## config.mk

```make
export PLATFORM = sky130hd
export DESIGN_NAME = universal_serial_two_wire
export DESIGN_NICKNAME = d
export VERILOG_FILES = /design/src/common/serial_two_wire_pkg.sv /design/src/design/universal_serial_two_wire.sv
export VERILOG_INCLUDE_DIRS = /design/src /design/src/common
export SDC_FILE = /design/constraint.sdc
export NUM_CORES = 1
export LEC_CHECK = 0
export BUFFER_PORTS_ARGS = -buffer_cell sky130_fd_sc_hd__buf_2
export CAP_MARGIN = 20
export CORE_ASPECT_RATIO = 1.5
export CORE_MARGIN = 2
export CORE_UTILIZATION = 34
export DETAILED_ROUTE_END_ITERATION = 7
export SLEW_MARGIN = 20
export SYNTH_ARGS = -nofsm -noshare
export SYNTH_HDL_FRONTEND = slang
export SYNTH_SLANG_ARGS = --single-unit
```

## constraint.sdc

```tcl
create_clock -name sys_clk -period 2.7 [get_ports sys_clk]
set_input_delay 0.135 -clock sys_clk [delete_from_list [all_inputs] [get_ports sys_clk]]
set_output_delay 0.135 -clock sys_clk [all_outputs]
set_load 0.01 [all_outputs]
```

## src/common/serial_two_wire_params.svh

```systemverilog
// Offsets, field positions, reset values and the counter limit for the serial unit.
// Assumes inclusion by the design file only.
`ifndef SERIAL_TWO_WIRE_PARAMS_SVH
`define SERIAL_TWO_WIRE_PARAMS_SVH
`define REG_SHIFT_DATA    3'h0
`define REG_BYTE_BUFFER   3'h1
`define REG_FLAGS_COUNT   3'h2
`define REG_CONTROL       3'h3
`define REG_SYSTEM        3'h4
`define FLAG_START_BIT    7
`define FLAG_OVF_BIT      6
`define FLAG_STOP_BIT     5
`define FLAG_COLL_BIT     4
`define CTL_START_IE_BIT  7
`define CTL_OVF_IE_BIT    6
`define CTL_CLK_STROBE    1
`define CTL_PIN_TOGGLE    0
`define SYS_GLOBAL_IE     0
`define SYS_SLEEP_IDLE    1
`define SYS_SLEEP_DEEP    2
`define COUNT_MAX         4'hF
`define RESET_BYTE        8'h00
`endif

```

## src/common/serial_two_wire_pkg.sv

```systemverilog
// Types shared by the serial unit design.
// Assumes the params header is on the include path.
package serial_two_wire_pkg;
	typedef enum logic [1:0] {
		WM_OFF,
		WM_THREE,
		WM_TWO,
		WM_TWO_HOLD
	} wire_mode_t;
	typedef struct packed {
		logic sda_in;
		logic scl_in;
	} line_in_t;
	typedef struct packed {
		logic sda_oe;
		logic scl_oe;
		logic sda_pullup_en;
		logic scl_pullup_en;
	} line_out_t;
endpackage : serial_two_wire_pkg

```

## src/design/universal_serial_two_wire.sv

```systemverilog
// Universal serial unit, two-wire mode, with counter, shift register and flags.
// Assumes pins arrive asynchronously and are synchronised here; software on sys_clk.
//
// Implementation choices: the register offsets and the plain strobed port.
`timescale 1ns/1ps
`include "serial_two_wire_params.svh"
module universal_serial_two_wire (
	input  wire logic                           sys_clk,
	input  wire logic                           reset,
	input  wire logic [2:0]                     addr,
	input  wire logic [7:0]                     wdata,
	input  wire logic                           wr,
	input  wire logic                           rd,
	output logic      [7:0]                     rdata,
	input  wire serial_two_wire_pkg::line_in_t  line_in,
	input  wire logic                           timer_match,
	input  wire logic                           sda_port_bit,
	input  wire logic                           scl_port_bit,
	input  wire logic                           sda_dir_out,
	input  wire logic                           scl_dir_out,
	output serial_two_wire_pkg::line_out_t      line_out,
	output logic                                start_irq,
	output logic                                overflow_irq,
	output logic                                wake
);
	import serial_two_wire_pkg::*;

	// ----------------------------------------
	// Registers and pin synchronisers
	// ----------------------------------------
	logic [7:0] shift_data;
	logic [7:0] byte_buffer;
	logic [3:0] edge_count;
	logic       start_cond_flag;
	logic       count_overflow_flag;
	logic       stop_cond_flag;
	logic       start_irq_enable;
	logic       overflow_irq_enable;
	wire_mode_t wire_mode_select;
	logic [1:0] clock_source_select;
	logic       global_ie;
	logic       sleep_idle;
	logic       sleep_deep;
	logic       out_latch;
	logic       start_hold;
	logic       ovf_hold;
	logic [1:0] sda_sync;
	logic [1:0] scl_sync;
	logic       sda_q;
	logic       scl_q;
	logic       serial_in_pin;
	logic       shift_clock_pin;

	assign serial_in_pin   = sda_sync[1];
	assign shift_clock_pin = scl_sync[1];

	always_ff @(posedge sys_clk or posedge reset) begin
		if (reset) begin
			sda_sync <= 2'h3;
			scl_sync <= 2'h3;
			sda_q    <= 1'b1;
			scl_q    <= 1'b1;
		end else begin
			sda_sync <= {sda_sync[0], line_in.sda_in};
			scl_sync <= {scl_sync[0], line_in.scl_in};
			sda_q    <= serial_in_pin;
			scl_q    <= shift_clock_pin;
		end
	end

	// ----------------------------------------
	// Clock selection and decode
	// ----------------------------------------
	logic two_wire;
	logic scl_rise;
	logic scl_fall;
	logic ext_clk;
	logic pin_edge;
	logic sw_strobe;
	logic count_tick;
	logic shift_tick;
	logic wr_data;
	logic wr_flags;
	logic wr_ctl;
	logic start_seen;
	logic stop_seen;
	logic wrap;

	function automatic logic hit(input logic [2:0] a, input logic [2:0] r);
		hit = (a == r);
	endfunction : hit

	assign two_wire  = (wire_mode_select == WM_TWO) || (wire_mode_select == WM_TWO_HOLD);
	assign scl_rise  = shift_clock_pin && !scl_q;
	assign scl_fall  = !shift_clock_pin && scl_q;
	assign pin_edge  = scl_rise || scl_fall;
	assign ext_clk   = clock_source_select[1];
	assign wr_data   = wr && hit(addr, `REG_SHIFT_DATA);
	assign wr_flags  = wr && hit(addr, `REG_FLAGS_COUNT);
	assign wr_ctl    = wr && hit(addr, `REG_CONTROL);
	assign sw_strobe = wr_ctl && wdata[`CTL_CLK_STROBE];

	always_comb begin
		shift_tick = 1'b0;
		count_tick = 1'b0;
		case (clock_source_select)
			2'h0: begin
				shift_tick = sw_strobe;
				count_tick = sw_strobe;
			end
			2'h1: begin
				shift_tick = timer_match;
				count_tick = timer_match;
			end
			default: begin
				shift_tick = clock_source_select[0] ? scl_fall : scl_rise;
				count_tick = pin_edge || (sw_strobe && wdata[`CTL_PIN_TOGGLE]);
			end
		endcase
	end

	assign start_seen = two_wire && scl_q && shift_clock_pin && sda_q && !serial_in_pin;
	assign stop_seen  = two_wire && scl_q && shift_clock_pin && !sda_q && serial_in_pin;
	assign wrap       = count_tick && (edge_count == `COUNT_MAX);

	// ----------------------------------------
	// Shift register, counter and buffer
	// ----------------------------------------
	// write wins over shift
	always_ff @(posedge sys_clk or posedge reset) begin
		if (reset) begin
			shift_data <= `RESET_BYTE;
		end else if (wr_data) begin
			shift_data <= wdata;
		end else if (shift_tick) begin
			shift_data <= {shift_data[6:0], serial_in_pin};
		end
	end

	always_ff @(posedge sys_clk or posedge reset) begin
		if (reset) begin
			edge_count <= 4'h0;
		end else if (wr_flags) begin
			edge_count <= wdata[3:0];
		end else if (count_tick) begin
			edge_count <= edge_count + 4'h1;
		end
	end

	always_ff @(posedge sys_clk or posedge reset) begin
		if (reset) begin
			byte_buffer <= `RESET_BYTE;
		end else if (wrap) begin
			byte_buffer <= shift_tick ? {shift_data[6:0], serial_in_pin} : shift_data;
		end
	end

	// ----------------------------------------
	// Flags
	// ----------------------------------------
	// start sets flag
	always_ff @(posedge sys_clk or posedge reset) begin
		if (reset) begin
			start_cond_flag <= 1'b0;
		end else if (start_seen || (!two_wire && ext_clk
			&& !(sw_strobe) && pin_edge && clock_source_select != 2'h1)) begin
			start_cond_flag <= 1'b1;
		end else if (wr_flags && wdata[`FLAG_START_BIT]) begin
			start_cond_flag <= 1'b0;
		end
	end

	always_ff @(posedge sys_clk or posedge reset) begin
		if (reset) begin
			count_overflow_flag <= 1'b0;
		end else if (wrap) begin
			count_overflow_flag <= 1'b1;
		end else if (wr_flags && wdata[`FLAG_OVF_BIT]) begin
			count_overflow_flag <= 1'b0;
		end
	end

	always_ff @(posedge sys_clk or posedge reset) begin
		if (reset) begin
			stop_cond_flag <= 1'b0;
		end else if (stop_seen) begin
			stop_cond_flag <= 1'b1;
		end else if (wr_flags && wdata[`FLAG_STOP_BIT]) begin
			stop_cond_flag <= 1'b0;
		end
	end

	// ----------------------------------------
	// Clock stretching
	// ----------------------------------------
	// hold after start fall
	always_ff @(posedge sys_clk or posedge reset) begin
		if (reset) begin
			start_hold <= 1'b0;
		end else if (!two_wire || !start_cond_flag) begin
			start_hold <= 1'b0;
		end else if (scl_fall) begin
			start_hold <= 1'b1;
		end
	end

	always_ff @(posedge sys_clk or posedge reset) begin
		if (reset) begin
			ovf_hold <= 1'b0;
		end else if (wire_mode_select != WM_TWO_HOLD) begin
			ovf_hold <= 1'b0;
		end else if (wrap) begin
			ovf_hold <= 1'b1;
		end else if (wr_flags && wdata[`FLAG_OVF_BIT]) begin
			ovf_hold <= 1'b0;
		end
	end

	// ----------------------------------------
	// Control and system registers
	// ----------------------------------------
	always_ff @(posedge sys_clk or posedge reset) begin
		if (reset) begin
			start_irq_enable    <= 1'b0;
			overflow_irq_enable <= 1'b0;
			wire_mode_select    <= WM_OFF;
			clock_source_select <= 2'h0;
		end else if (wr_ctl) begin
			start_irq_enable    <= wdata[`CTL_START_IE_BIT];
			overflow_irq_enable <= wdata[`CTL_OVF_IE_BIT];
			wire_mode_select    <= wire_mode_t'(wdata[5:4]);
			clock_source_select <= wdata[3:2];
		end
	end

	always_ff @(posedge sys_clk or posedge reset) begin
		if (reset) begin
			global_ie  <= 1'b0;
			sleep_idle <= 1'b0;
			sleep_deep <= 1'b0;
		end else if (wr && hit(addr, `REG_SYSTEM)) begin
			global_ie  <= wdata[`SYS_GLOBAL_IE];
			sleep_idle <= wdata[`SYS_SLEEP_IDLE];
			sleep_deep <= wdata[`SYS_SLEEP_DEEP];
		end
	end

	// ----------------------------------------
	// Output latch and pin drive
	// ----------------------------------------
	// latch open half cycle on external clock, always open on internal clock
	always_ff @(posedge sys_clk or posedge reset) begin
		if (reset) begin
			out_latch <= 1'b1;
		end else if (!ext_clk || (clock_source_select[0] ? shift_clock_pin : !shift_clock_pin)) begin
			out_latch <= wr_data ? wdata[7] : shift_data[7];
		end
	end

	always_ff @(posedge sys_clk or posedge reset) begin
		if (reset) begin
			line_out <= '{sda_oe: 1'b0, scl_oe: 1'b0, sda_pullup_en: 1'b1, scl_pullup_en: 1'b1};
		end else begin
			line_out.sda_oe <= (wire_mode_select != WM_OFF) && sda_dir_out
				&& (!out_latch || !sda_port_bit);
			line_out.scl_oe <= scl_dir_out && (!scl_port_bit || start_hold || ovf_hold);
			line_out.sda_pullup_en <= !two_wire;
			line_out.scl_pullup_en <= !two_wire;
		end
	end

	// ----------------------------------------
	// Interrupts, wake and read port
	// ----------------------------------------
	always_ff @(posedge sys_clk or posedge reset) begin
		if (reset) begin
			start_irq    <= 1'b0;
			overflow_irq <= 1'b0;
			wake         <= 1'b0;
		end else begin
			start_irq    <= start_cond_flag && start_irq_enable && global_ie;
			overflow_irq <= count_overflow_flag && overflow_irq_enable && global_ie;
			wake <= (start_cond_flag && start_irq_enable && (sleep_idle || sleep_deep))
				|| (count_overflow_flag && overflow_irq_enable && sleep_idle);
		end
	end

	always_ff @(posedge sys_clk or posedge reset) begin
		if (reset) begin
			rdata <= 8'h00;
		end else if (!rd) begin
			rdata <= 8'h00;
		end else if (hit(addr, `REG_SHIFT_DATA)) begin
			rdata <= shift_data;
		end else if (hit(addr, `REG_BYTE_BUFFER)) begin
			rdata <= byte_buffer;
		end else if (hit(addr, `REG_FLAGS_COUNT)) begin
			rdata <= {start_cond_flag, count_overflow_flag, stop_cond_flag,
				two_wire && (out_latch != serial_in_pin), edge_count};
		end else if (hit(addr, `REG_CONTROL)) begin
			rdata <= {start_irq_enable, overflow_irq_enable, wire_mode_select,
				clock_source_select, 2'h0};
		end else if (hit(addr, `REG_SYSTEM)) begin
			rdata <= {5'h00, sleep_deep, sleep_idle, global_ie};
		end else begin
			rdata <= 8'h00;
		end
	end
endmodule : universal_serial_two_wire

```

---- After elaboration in Yosys (flattened, before gate mapping) ----
Cells that the tools add are included.
operators by class
  equality and inequality tests ........... 11
  muxes and demuxes ....................... 24
  reductions and logical operators ........ 63
  add/sub/neg operators ................... 1
operator list
  cell                                                 count
  2-to-1 mux 8 bit                                     7
  logical AND 1 bit                                    32
  2-to-1 mux 1 bit                                     12
  nonzero test 2 bit                                   6
  zero test 1 bit                                      11
  logical OR 1 bit                                     11
  2-to-1 mux 4 bit                                     2
  equality test 3 x 2 -> 1 bit, second input constant  2
  adder 4 x 1 -> 4 bit, second input constant          1
  equality test 2 bit, second input constant           2
  equality test 4 bit, second input constant           1
  case mux 1 bit (2 select lines)                      2
  equality test 3 x 1 -> 1 bit, second input constant  1
  equality test 3 bit, second input constant           1
  zero test 3 bit                                      1
  2-to-1 mux 3 bit                                     1
  nonzero test 3 bit                                   1
  equality test 2 x 1 -> 1 bit, second input constant  1
  zero test 2 bit                                      1
  != test 2 x 1 -> 1 bit, second input constant        1
  != test 2 bit, second input constant                 1
  != test 1 bit                                        1
storage, ports and cells
  flip-flop bits (word level) ............. 55
  output and inout port bits .............. 15
  word-level logic and storage cells ...... 126

---- Longest topological paths before layout ----
Gate-level depths: netlist (run 1).
  depth in word-level cells ............... 9
  mapped depth ............................ 8
  depth with buffers taken out ............ 6

---- Worst setup path before layout (run 1) ----
OpenSTA, ideal clock, no wires.
  kind .................................... register -> register
  start ................................... register scl_sync[1]
  end ..................................... register byte_buffer[7]
  cell stages (with the launch flop) ...... 7
  clock period less this slack ............ 2.069 ns
  path slack .............................. 0.631 ns
  data required time ...................... 2.575 ns
  arrival ................................. 1.944 ns
  setup time .............................. 0.125 ns
  path buffers ............................ 1
  path through ............................ dfstp_2 > inv_1 > ha_1 > mux4_2 > buf_6 > mux2_4 > mux2_4
on the way
  longest elaborated chain between the ends .. 6
  elaborated cells between the ends (all ways) .. 10
  those cells by class .................... 4 x mux; 6 x reduce/logical
RTL lines
  what                             RTL line                          text
  start: declaration               universal_serial_two_wire.sv:48   logic [1:0] scl_sync;
  start signal: assignment         universal_serial_two_wire.sv:65   scl_sync <= {scl_sync[0], line_in.scl_in};
  zero test 1 bit                  universal_serial_two_wire.sv:95   assign scl_fall = !shift_clock_pin && scl_q;
  logical AND 1 bit                universal_serial_two_wire.sv:95
  logical OR 1 bit                 universal_serial_two_wire.sv:96   assign pin_edge = scl_rise || scl_fall;
  logical OR 1 bit                 universal_serial_two_wire.sv:117  count_tick = pin_edge || (sw_strobe && wdata[`CTL_PIN_TOGGLE]);
  case mux 1 bit (2 select lines)  universal_serial_two_wire.sv:106  case (clock_source_select)
  logical AND 1 bit                universal_serial_two_wire.sv:124  assign wrap = count_tick && (edge_count == `COUNT_MAX);
  end signal: assignment           universal_serial_two_wire.sv:152  byte_buffer <= `RESET_BYTE;
  end signal: assignment           universal_serial_two_wire.sv:154  byte_buffer <= shift_tick ? {shift_data[6:0], serial_in_pin} : shift_data;
  end: declaration                 universal_serial_two_wire.sv:32   logic [7:0] byte_buffer;
Parallel ways exist; a longest one is shown, timed or not.
A chain may end at the register's enable or synchronous reset.

---- Final worst setup path (run 1) ----
  start ................................... register scl_sync[1]
  end ..................................... register shift_data[7]
on the way
  longest elaborated chain between the ends .. 6
  elaborated cells between the ends (all ways) .. 7
  those cells by class .................... 4 x mux; 3 x reduce/logical
RTL lines
  what                                 RTL line                          text
  zero test 1 bit                      universal_serial_two_wire.sv:95
  logical AND 1 bit                    universal_serial_two_wire.sv:95
  2-to-1 mux 1 bit (*)                 universal_serial_two_wire.sv:116  shift_tick = clock_source_select[0] ? scl_fall : scl_rise;
  case mux 1 bit (2 select lines) (*)  universal_serial_two_wire.sv:106
  2-to-1 mux 8 bit (*) (2 in a row)    -
  end signal: assignment               universal_serial_two_wire.sv:132  shift_data <= `RESET_BYTE;
  end signal: assignment               universal_serial_two_wire.sv:134  shift_data <= wdata;
  end signal: assignment               universal_serial_two_wire.sv:136  shift_data <= {shift_data[6:0], serial_in_pin};
  end: declaration                     universal_serial_two_wire.sv:31   logic [7:0] shift_data;
Every way passes the cells marked *; elsewhere a longest branch is shown, timed or not.

==> run_summary.xml, run 1 <==
<?xml version="1.0" encoding="UTF-8"?>
<metrics>
  <group name="yosys">
    <metric name="synth_cell_type_count" unit="">44</metric>
    <metric name="yosys_warnings" unit="">0</metric>
    <metric name="synth.area.top_cells" unit="">dfrtp_1 45%, mux2i_1 8.5%, dfstp_2 8.1%</metric>
    <metric name="synth-simple-area-share" unit="%">13.58</metric>
    <metric name="synthesis.nets" unit="">261</metric>
    <metric name="synth-compound-area-share" unit="%">11.26</metric>
    <metric name="yosys_register_bits" unit="">55</metric>
    <metric name="yosysSeqAreaShare" unit="%">53.55</metric>
    <metric name="yosys.area_share.adder" unit="%">1.450</metric>
    <metric name="yosys_most_used_dff" unit="">dfrtp_1</metric>
    <metric name="asyncSetResetFlopFracSynth" unit="%">100.0</metric>
    <metric name="synth-edff-count" unit="">0</metric>
    <metric name="synth_area" unit="mm²">0.002589</metric>
    <metric name="combinational_family_with_the_most_area_after_synthesis" unit="">simple AND/OR/NAND/NOR gates</metric>
    <metric name="synthDominantCellAreaShare" unit="%">45.43</metric>
    <metric name="synth_area_per_cell" unit="µm²">10.97</metric>
    <metric name="synthCells" unit="">236</metric>
    <metric name="yosysTopAreaCell" unit="">dfrtp_1</metric>
    <metric name="xor_xnor_fraction_of_synth_area" unit="%">1.015</metric>
    <metric name="synth.mux.area_fraction" unit="%">13.29</metric>
  </group>
  <group name="cts">
    <metric name="cts_htree_levels" unit="">2</metric>
    <metric name="clk_latency" unit="ns">0.30</metric>
    <metric name="worst_setup_hold_path_clk_slew" unit="ns">0.07</metric>
    <metric name="cts_sinks" unit="">55</metric>
    <metric name="cts_made_buffers" unit="">5</metric>
    <metric name="ctsResizeCount" unit="">0</metric>
    <metric name="cts_root_buffer" unit="">clkbuf_16</metric>
    <metric name="max-clock-path-buffers" unit="">2</metric>
    <metric name="hold_fix_buffer_count_after_cts" unit="">4</metric>
    <metric name="tritoncts" unit="">yes</metric>
    <metric name="post_cts_setup_buffers" unit="">0</metric>
  </group>
  <group name="sta">
    <metric name="clock-skew-final" unit="ns">0.008328</metric>
    <metric name="fin_setup_tns" unit="ns">0</metric>
    <metric name="report.final.hold_viol_count" unit="">0</metric>
    <metric name="slew_headroom" unit="%">52.12</metric>
    <metric name="fin_crit" unit="ns">2.160</metric>
    <metric name="rsz0062_at_grt" unit="">no</metric>
    <metric name="max_freq" unit="MHz">463.0</metric>
    <metric name="timing_max_transition_violations_final" unit="">0</metric>
    <metric name="setup_viol" unit="">0</metric>
    <metric name="timing.final.crit_share" unit="%">79.99</metric>
    <metric name="worst_slew_pin_tran" unit="ns">0.7082</metric>
  </group>
  <group name="place">
    <metric name="gp_congestion" unit="">0.8109</metric>
    <metric name="placed_cells" unit="">368</metric>
    <metric name="io_buffers" unit="">36</metric>
    <metric name="placed_cell_area" unit="mm²">0.002839</metric>
    <metric name="dp_hpwl" unit="µm">4384</metric>
  </group>
  <group name="route">
    <metric name="via_per_inst" unit="">4.826</metric>
    <metric name="number_of_remaining_drc_errors" unit="">0</metric>
    <metric name="finalWirelength" unit="µm">5652</metric>
    <metric name="postRouteAntennaNets" unit="">0</metric>
    <metric name="drt-pass1-iter-count" unit="">4</metric>
    <metric name="via_count" unit="">1834</metric>
    <metric name="detail_route.iter0.violations" unit="">120</metric>
    <metric name="wl_per_cell" unit="µm">14.87</metric>
  </group>
  <group name="finish">
    <metric name="design_area" unit="mm²">0.003028</metric>
    <metric name="share_of_post_route_cells_with_drive_strength_above_1" unit="%">24.82</metric>
    <metric name="area.growth.synth_to_final" unit="%">16.96</metric>
    <metric name="layout.nets" unit="">302</metric>
    <metric name="antenna_cells_inserted" unit="">0</metric>
    <metric name="stdcell_count" unit="">380</metric>
    <metric name="fillerInstances" unit="">787</metric>
    <metric name="final_core_utilization" unit="%">40.29</metric>
  </group>
  <group name="floorplanning">
    <metric name="die_area" unit="mm²">0.008342</metric>
    <metric name="floorplan.die.height" unit="µm">110.9</metric>
    <metric name="coreArea" unit="mm²">0.007515</metric>
    <metric name="initial_core_util" unit="%">34.45</metric>
    <metric name="floorplan.rows" unit="">39</metric>
    <metric name="fp.dieW" unit="µm">75.25</metric>
    <metric name="io_pins" unit="">37</metric>
  </group>
  <group name="global_route">
    <metric name="grt_pass1_vias" unit="">1942</metric>
    <metric name="antenna_found_initial" unit="">0</metric>
    <metric name="gr-usage-all-layers" unit="%">15.45</metric>
    <metric name="grt_overflow_total" unit="">0</metric>
    <metric name="grt_pass1_wl" unit="µm">9735</metric>
    <metric name="grt_max_degree" unit="">29</metric>
  </group>
  <group name="run_status">
    <metric name="outcome" unit="">complete, no violations</metric>
  </group>
  <group name="critical_path">
    <metric name="path_class" unit="">reg -&gt; reg</metric>
    <metric name="crit-reg2reg-launch" unit="">scl_sync[1]</metric>
    <metric name="cp_slowest_stage_delay" unit="ns">0.62</metric>
    <metric name="required" unit="ns">2.88</metric>
    <metric name="beginning_of_the_critical_path" unit="">scl_sync[1]</metric>
    <metric name="start_kind" unit="">flip-flop</metric>
    <metric name="cp_max_fo" unit="">8</metric>
    <metric name="worst_ep_arrival_time" unit="ns">2.34</metric>
    <metric name="cpMaxStageDelayCell" unit="">mux4_2</metric>
    <metric name="critical_path.most_common_cell" unit="">mux2_4</metric>
    <metric name="cp_cell_sequence" unit="">inv_1 &gt; ha_1 &gt; mux4_2 &gt; mux2_4 &gt; mux2_4</metric>
    <metric name="critical_path.endpoint_type" unit="">flip-flop</metric>
  </group>
  <group name="power_and_ir_drop">
    <metric name="static-leakage-power" unit="nW">1.450</metric>
    <metric name="power.ir.vdd_worst" unit="mV">0.3043</metric>
    <metric name="power_density" unit="mW/mm²">839.9</metric>
  </group>
  <group name="hold_path">
    <metric name="min-delay-path-class" unit="">in -&gt; reg</metric>
    <metric name="hold_path.startpoint" unit="">scl_port_bit</metric>
  </group>
  <group name="flow_run">
    <metric name="maxCapViolCount" unit="">0</metric>
  </group>
</metrics>
cells in the mapped netlist, types with 2 or more instances:
| cell | number |
|---|---|
| and2_1 | 3 |
| nand3b_1 | 3 |
| mux2i_1 | 22 |
| nor3b_1 | 2 |
| nor2_1 | 17 |
| clkbuf_1 | 4 |
| o211a_1 | 4 |
| a211oi_1 | 3 |
| ha_1 | 3 |
| o21ai_0 | 12 |
| mux4_2 | 2 |
| dfrtp_1 | 47 |
| buf_4 | 2 |
| nand3_1 | 3 |
| a22oi_1 | 2 |
| buf_6 | 4 |
| dfstp_2 | 8 |
| nand2_1 | 29 |
| a21oi_1 | 17 |
| mux2_2 | 3 |
| nand2b_1 | 3 |
| inv_1 | 15 |
| mux2_4 | 3 |
| and3_1 | 4 |
| xnor2_1 | 2 |
final timing paths:
kind / to / slack [ns] / cells after the start
worst max register to register: shift_data[7] / 0.54 / 5
min in group asynchronous: start_irq / 0.27 / 3
max in group asynchronous: scl_q / 1.80 / 4
worst min-delay path: line_out[2] / 0.01 / 2
worst min register to register: scl_sync[1] / 0.36 / 0
worst max-delay path: shift_data[7] / 0.54 / 5
cells in the final DEF (no fill, tap or decap), types with 3 or more instances in the layout:
master / netlist / layout
dfrtp_1: 47 / 47
buf_2: 0 / 36
nand2_1: 29 / 29
mux2i_1: 22 / 22
nor2_1: 17 / 17
a21oi_1: 17 / 17
inv_1: 15 / 14
o21ai_0: 12 / 12
dfstp_2: 8 / 8
clkbuf_16: 0 / 5
buf_4: 2 / 5
and3_1: 4 / 4
o211a_1: 4 / 4
dlygate4sd3_1: 0 / 4
nand3b_1: 3 / 3
mux2_2: 3 / 3
nand2b_1: 3 / 3
and2_1: 3 / 3
mux2_4: 3 / 3
a211oi_1: 3 / 3
nand3_1: 3 / 3
ha_1: 3 / 3
worst max-delay path, delay by kind of cell, from the launching register on:
family	cells	cell delay (ns)
muxes	3	1.22
DFF	1	0.56
adders and majority gates	1	0.20
buffers and inverters	1	0.06
metal layers:
metal  vias up  GRT usage [%]  share of wire (%)  wire length (µm)
li1        893              -                  -                 -
met1       886          17.90                 38              2120
met2        41          26.43                 55              3127
met3        14          3.182                3.3               188
met4         0          7.018                3.8               215
met5         -              0                  0                 0
state kept, by name (all words and copies together) (netlist names), 2 cells and up:
name / count
sda_sync: 2
byte_buffer: 8
scl_sync: 2
rdata: 8
line_out: 3
clock_source_select: 2
wire_mode_select: 2
edge_count: 4
shift_data: 8
stage by stage:
stage	hold slack, ns	setup slack (ns)	power (mW)
floorplan	0.1395	0.6306	1.709
global placement	0.04163	0.5096	1.889
detailed placement	0.04319	0.4899	1.911
CTS	0.008459	0.5299	2.574
global route	0.04196	0.4976	2.718
finish	0.01066	0.5402	2.543
power by group:
| part | internal [mW] | switching (mW) | leakage [nW] |
|---|---|---|---|
| logic | 0.327 | 0.314 | 0.736 |
| registers | 1.06 | 0.190 | 0.647 |
| clock network | 0.347 | 0.302 | 0.0664 |
layout make-up:
cell class | count | area, µm² | share of cell area [%]
inverter | 15 | 56.30 | 1.860
multi-input combinational | 155 | 1051 | 34.71
tap | 102 | 127.6 | 4.215
sequential | 55 | 1386 | 45.79
clock buffer | 5 | 125.1 | 4.132
timing repair buffer | 45 | 257.7 | 8.512
clock inverter | 3 | 23.77 | 0.7851
kinds of logic after synthesis:
kind of cell | Yosys count
buf+inv | 26
simple gates | 72
flops | 55
mux | 30
compound gates | 47
fa+ha+maj | 3
xor+xnor | 3
(Power assumes the default switching activity.)
==> run 2, diff against run 1 <==
==> constraint.sdc (replaced) <==
create_clock -name sys_clk -period 2.1 [get_ports sys_clk]
set_input_delay 0.105 -clock sys_clk [delete_from_list [all_inputs] [get_ports sys_clk]]
set_output_delay 0.105 -clock sys_clk [all_outputs]
set_load 0.01 [all_outputs]
==> run_summary.xml, run 2 (synthesis results as in run 1) <==
<?xml version="1.0" encoding="UTF-8"?>
<metrics>
  <group name="finish">
    <metric name="area.growth.synth_to_final" unit="%">20.15</metric>
    <metric name="layout.nets" unit="">310</metric>
    <metric name="stdcell_count" unit="">388</metric>
    <metric name="top_regs" unit="">byte_buffer x8, rdata x8, shift_data x8</metric>
    <metric name="layout.cells.most_common" unit="">dfrtp_1</metric>
    <metric name="share_of_post_route_cells_with_drive_strength_above_1" unit="%">26.57</metric>
    <metric name="commonest_cells_after_routing_fill_and_taps_aside" unit="">47 x dfrtp_1, 36 x buf_2, 29 x nand2_1</metric>
    <metric name="antenna_cells_inserted" unit="">0</metric>
  </group>
  <group name="critical_path">
    <metric name="cp_cell_sequence" unit="">inv_1 &gt; ha_1 &gt; mux4_2 &gt; mux2_4 &gt; mux2_4</metric>
    <metric name="path_class" unit="">reg -&gt; reg</metric>
    <metric name="worst_ep_arrival_time" unit="ns">2.20</metric>
    <metric name="cpMaxStageDelayCell" unit="">dfstp_2</metric>
    <metric name="worst-path-buf-inv" unit="">1</metric>
    <metric name="beginning_of_the_critical_path" unit="">scl_sync[1]</metric>
    <metric name="start_kind" unit="">flip-flop</metric>
    <metric name="critical_path.endpoint_type" unit="">flip-flop</metric>
    <metric name="critical_path.most_common_cell" unit="">mux2_4</metric>
    <metric name="required" unit="ns">2.29</metric>
    <metric name="crit-reg2reg-launch" unit="">scl_sync[1]</metric>
    <metric name="cp_max_fo" unit="">4</metric>
    <metric name="cp_slowest_stage_delay" unit="ns">0.56</metric>
    <metric name="timing.critical_path.max_delay_family" unit="">multiplexers</metric>
  </group>
  <group name="place">
    <metric name="detailedPlace.worstSlack" unit="ns">0.09000</metric>
    <metric name="gp_congestion" unit="">0.7941</metric>
    <metric name="placed_cells" unit="">375</metric>
    <metric name="io_buffers" unit="">36</metric>
    <metric name="dp_hpwl" unit="µm">4438</metric>
  </group>
  <group name="flow_run">
    <metric name="maxCapViolCount" unit="">0</metric>
  </group>
  <group name="route">
    <metric name="postRouteAntennaNets" unit="">0</metric>
    <metric name="via_per_inst" unit="">4.848</metric>
    <metric name="wl_per_cell" unit="µm">15.43</metric>
    <metric name="number_of_remaining_drc_errors" unit="">0</metric>
    <metric name="drt-pass1-iter-count" unit="">4</metric>
    <metric name="via_count" unit="">1881</metric>
    <metric name="finalWirelength" unit="µm">5988</metric>
    <metric name="detail_route.iter0.violations" unit="">140</metric>
  </group>
  <group name="cts">
    <metric name="worst_setup_hold_path_clk_slew" unit="ns">0.07</metric>
    <metric name="cts_root_buffer" unit="">clkbuf_16</metric>
    <metric name="max-clock-path-buffers" unit="">2</metric>
    <metric name="cts_htree_levels" unit="">2</metric>
    <metric name="cts_sinks" unit="">55</metric>
    <metric name="clk_latency" unit="ns">0.30</metric>
    <metric name="tritoncts" unit="">yes</metric>
    <metric name="cts_made_buffers" unit="">5</metric>
  </group>
  <group name="floorplanning">
    <metric name="die_area" unit="mm²">0.008342</metric>
    <metric name="initial_core_util" unit="%">34.45</metric>
    <metric name="coreArea" unit="mm²">0.007515</metric>
    <metric name="floorplan.rows" unit="">39</metric>
    <metric name="floorplan.die.height" unit="µm">110.9</metric>
    <metric name="io_pins" unit="">37</metric>
    <metric name="fp.dieW" unit="µm">75.25</metric>
  </group>
  <group name="run_status">
    <metric name="outcome" unit="">complete, no violations</metric>
  </group>
  <group name="sta">
    <metric name="timing.final.crit_share" unit="%">95.77</metric>
    <metric name="clock-skew-final" unit="ns">0.006889</metric>
    <metric name="rsz0062_at_grt" unit="">no</metric>
    <metric name="timing_max_transition_violations_final" unit="">0</metric>
    <metric name="report.final.hold_viol_count" unit="">0</metric>
    <metric name="slew_headroom" unit="%">63.06</metric>
    <metric name="worst_slew_pin_tran" unit="ns">0.5533</metric>
    <metric name="fin_crit" unit="ns">2.011</metric>
    <metric name="max_freq" unit="MHz">497.2</metric>
    <metric name="setup_viol" unit="">0</metric>
    <metric name="setup_slack" unit="ns">0.08886</metric>
    <metric name="fin_setup_tns" unit="ns">0</metric>
  </group>
  <group name="power_and_ir_drop">
    <metric name="power.ir.vdd_worst" unit="mV">0.3214</metric>
    <metric name="power_density" unit="mW/mm²">1091</metric>
    <metric name="static-leakage-power" unit="nW">1.507</metric>
  </group>
  <group name="global_route">
    <metric name="grt_pass1_wl" unit="µm">9839</metric>
    <metric name="gr-usage-all-layers" unit="%">15.79</metric>
    <metric name="grt_overflow_total" unit="">0</metric>
    <metric name="antenna_found_initial" unit="">0</metric>
    <metric name="grt_max_degree" unit="">28</metric>
    <metric name="grt_pass1_vias" unit="">1893</metric>
  </group>
  <group name="hold_path">
    <metric name="hold_path.startpoint" unit="">wdata[4]</metric>
    <metric name="min-delay-path-class" unit="">in -&gt; reg</metric>
  </group>
</metrics>
-- run 2: cell types whose count changed in the layout (fill, tap and decap cells not counted), sizes merged --
| cell | previous run | this run |
|---|---|---|
| dlygate4sd3 | 4 | 5 |
| clkinv | 0 | 2 |
| bufinv | 0 | 1 |
| buf | 41 | 48 |
| clkinvlp | 2 | 0 |
| inv | 16 | 15 |
-- run 2: final cells by class --
cell class	count	area [µm²]
fillers	765	4404
flip-flops and latches	55	1386
multi-input cells	155	1051
repair buffers	53	320.3
well taps	102	127.6
clock buffers	5	125.1
inverters	15	56.30
clock inverters	3	43.79
-- run 2: power breakdown --
group / internal (mW) / total (mW) / leakage [nW] / switching [mW]
clock: 0.563 / 0.953 / 0.0838 / 0.390
sequential: 1.37 / 1.61 / 0.647 / 0.248
combinational: 0.434 / 0.826 / 0.776 / 0.392
total: 2.36 / 3.39 / 1.51 / 1.03
-- run 2: path summary, 6_finish.rpt --
kind                       slack, ns  depth (start not counted)                   to
setup reg to reg                0.09                          5        shift_data[7]
min in group asynchronous       0.40                          3            start_irq
hold reg to reg                 0.36                          0          scl_sync[1]
max in group asynchronous       1.03                          4                scl_q
setup / recovery                0.09                          5        shift_data[7]
hold / removal                 0.008                          3  wire_mode_select[0]
-- run 2: tightest hold or removal path, stage by stage --
cell     delay (ns)
buf_2          0.09
nand2_1        0.04
nand2_1        0.04
-- run 2: routing by layer --
metal | track usage (%) | vias to the layer above | routed length (µm)
met5 | 0 | - | 0
met4 | 5.263 | 0 | 114
met3 | 2.727 | 8 | 189
met2 | 27.78 | 33 | 3322
met1 | 18.84 | 927 | 2361
li1 | - | 913 | -
-- run 2: through the flow --
stage / hold slack (ns) / cell area, µm² / total power, mW / utilization [%]
6_report: 0.008475 / 3110 / 3.393 / 41.39
5_1_grt: 0.02934 / 3110 / 3.587 / 41.39
4_1_cts: 0.01079 / 3110 / 3.423 / 41.39
3_5_place_dp: 0.1851 / 2892 / 2.455 / 38.48
3_3_place_gp: 0.1813 / 2892 / 2.426 / 38.48
2_1_floorplan: 0.1095 / 2589 / 2.197 / -
-- run 2: repair_timing --
item / in CTS / in global routing
gates resized for setup: 0 / 0
hold buffers: 5 / 0
hold endpoints to repair: 25 / 0
buffers inserted: 0 / 0
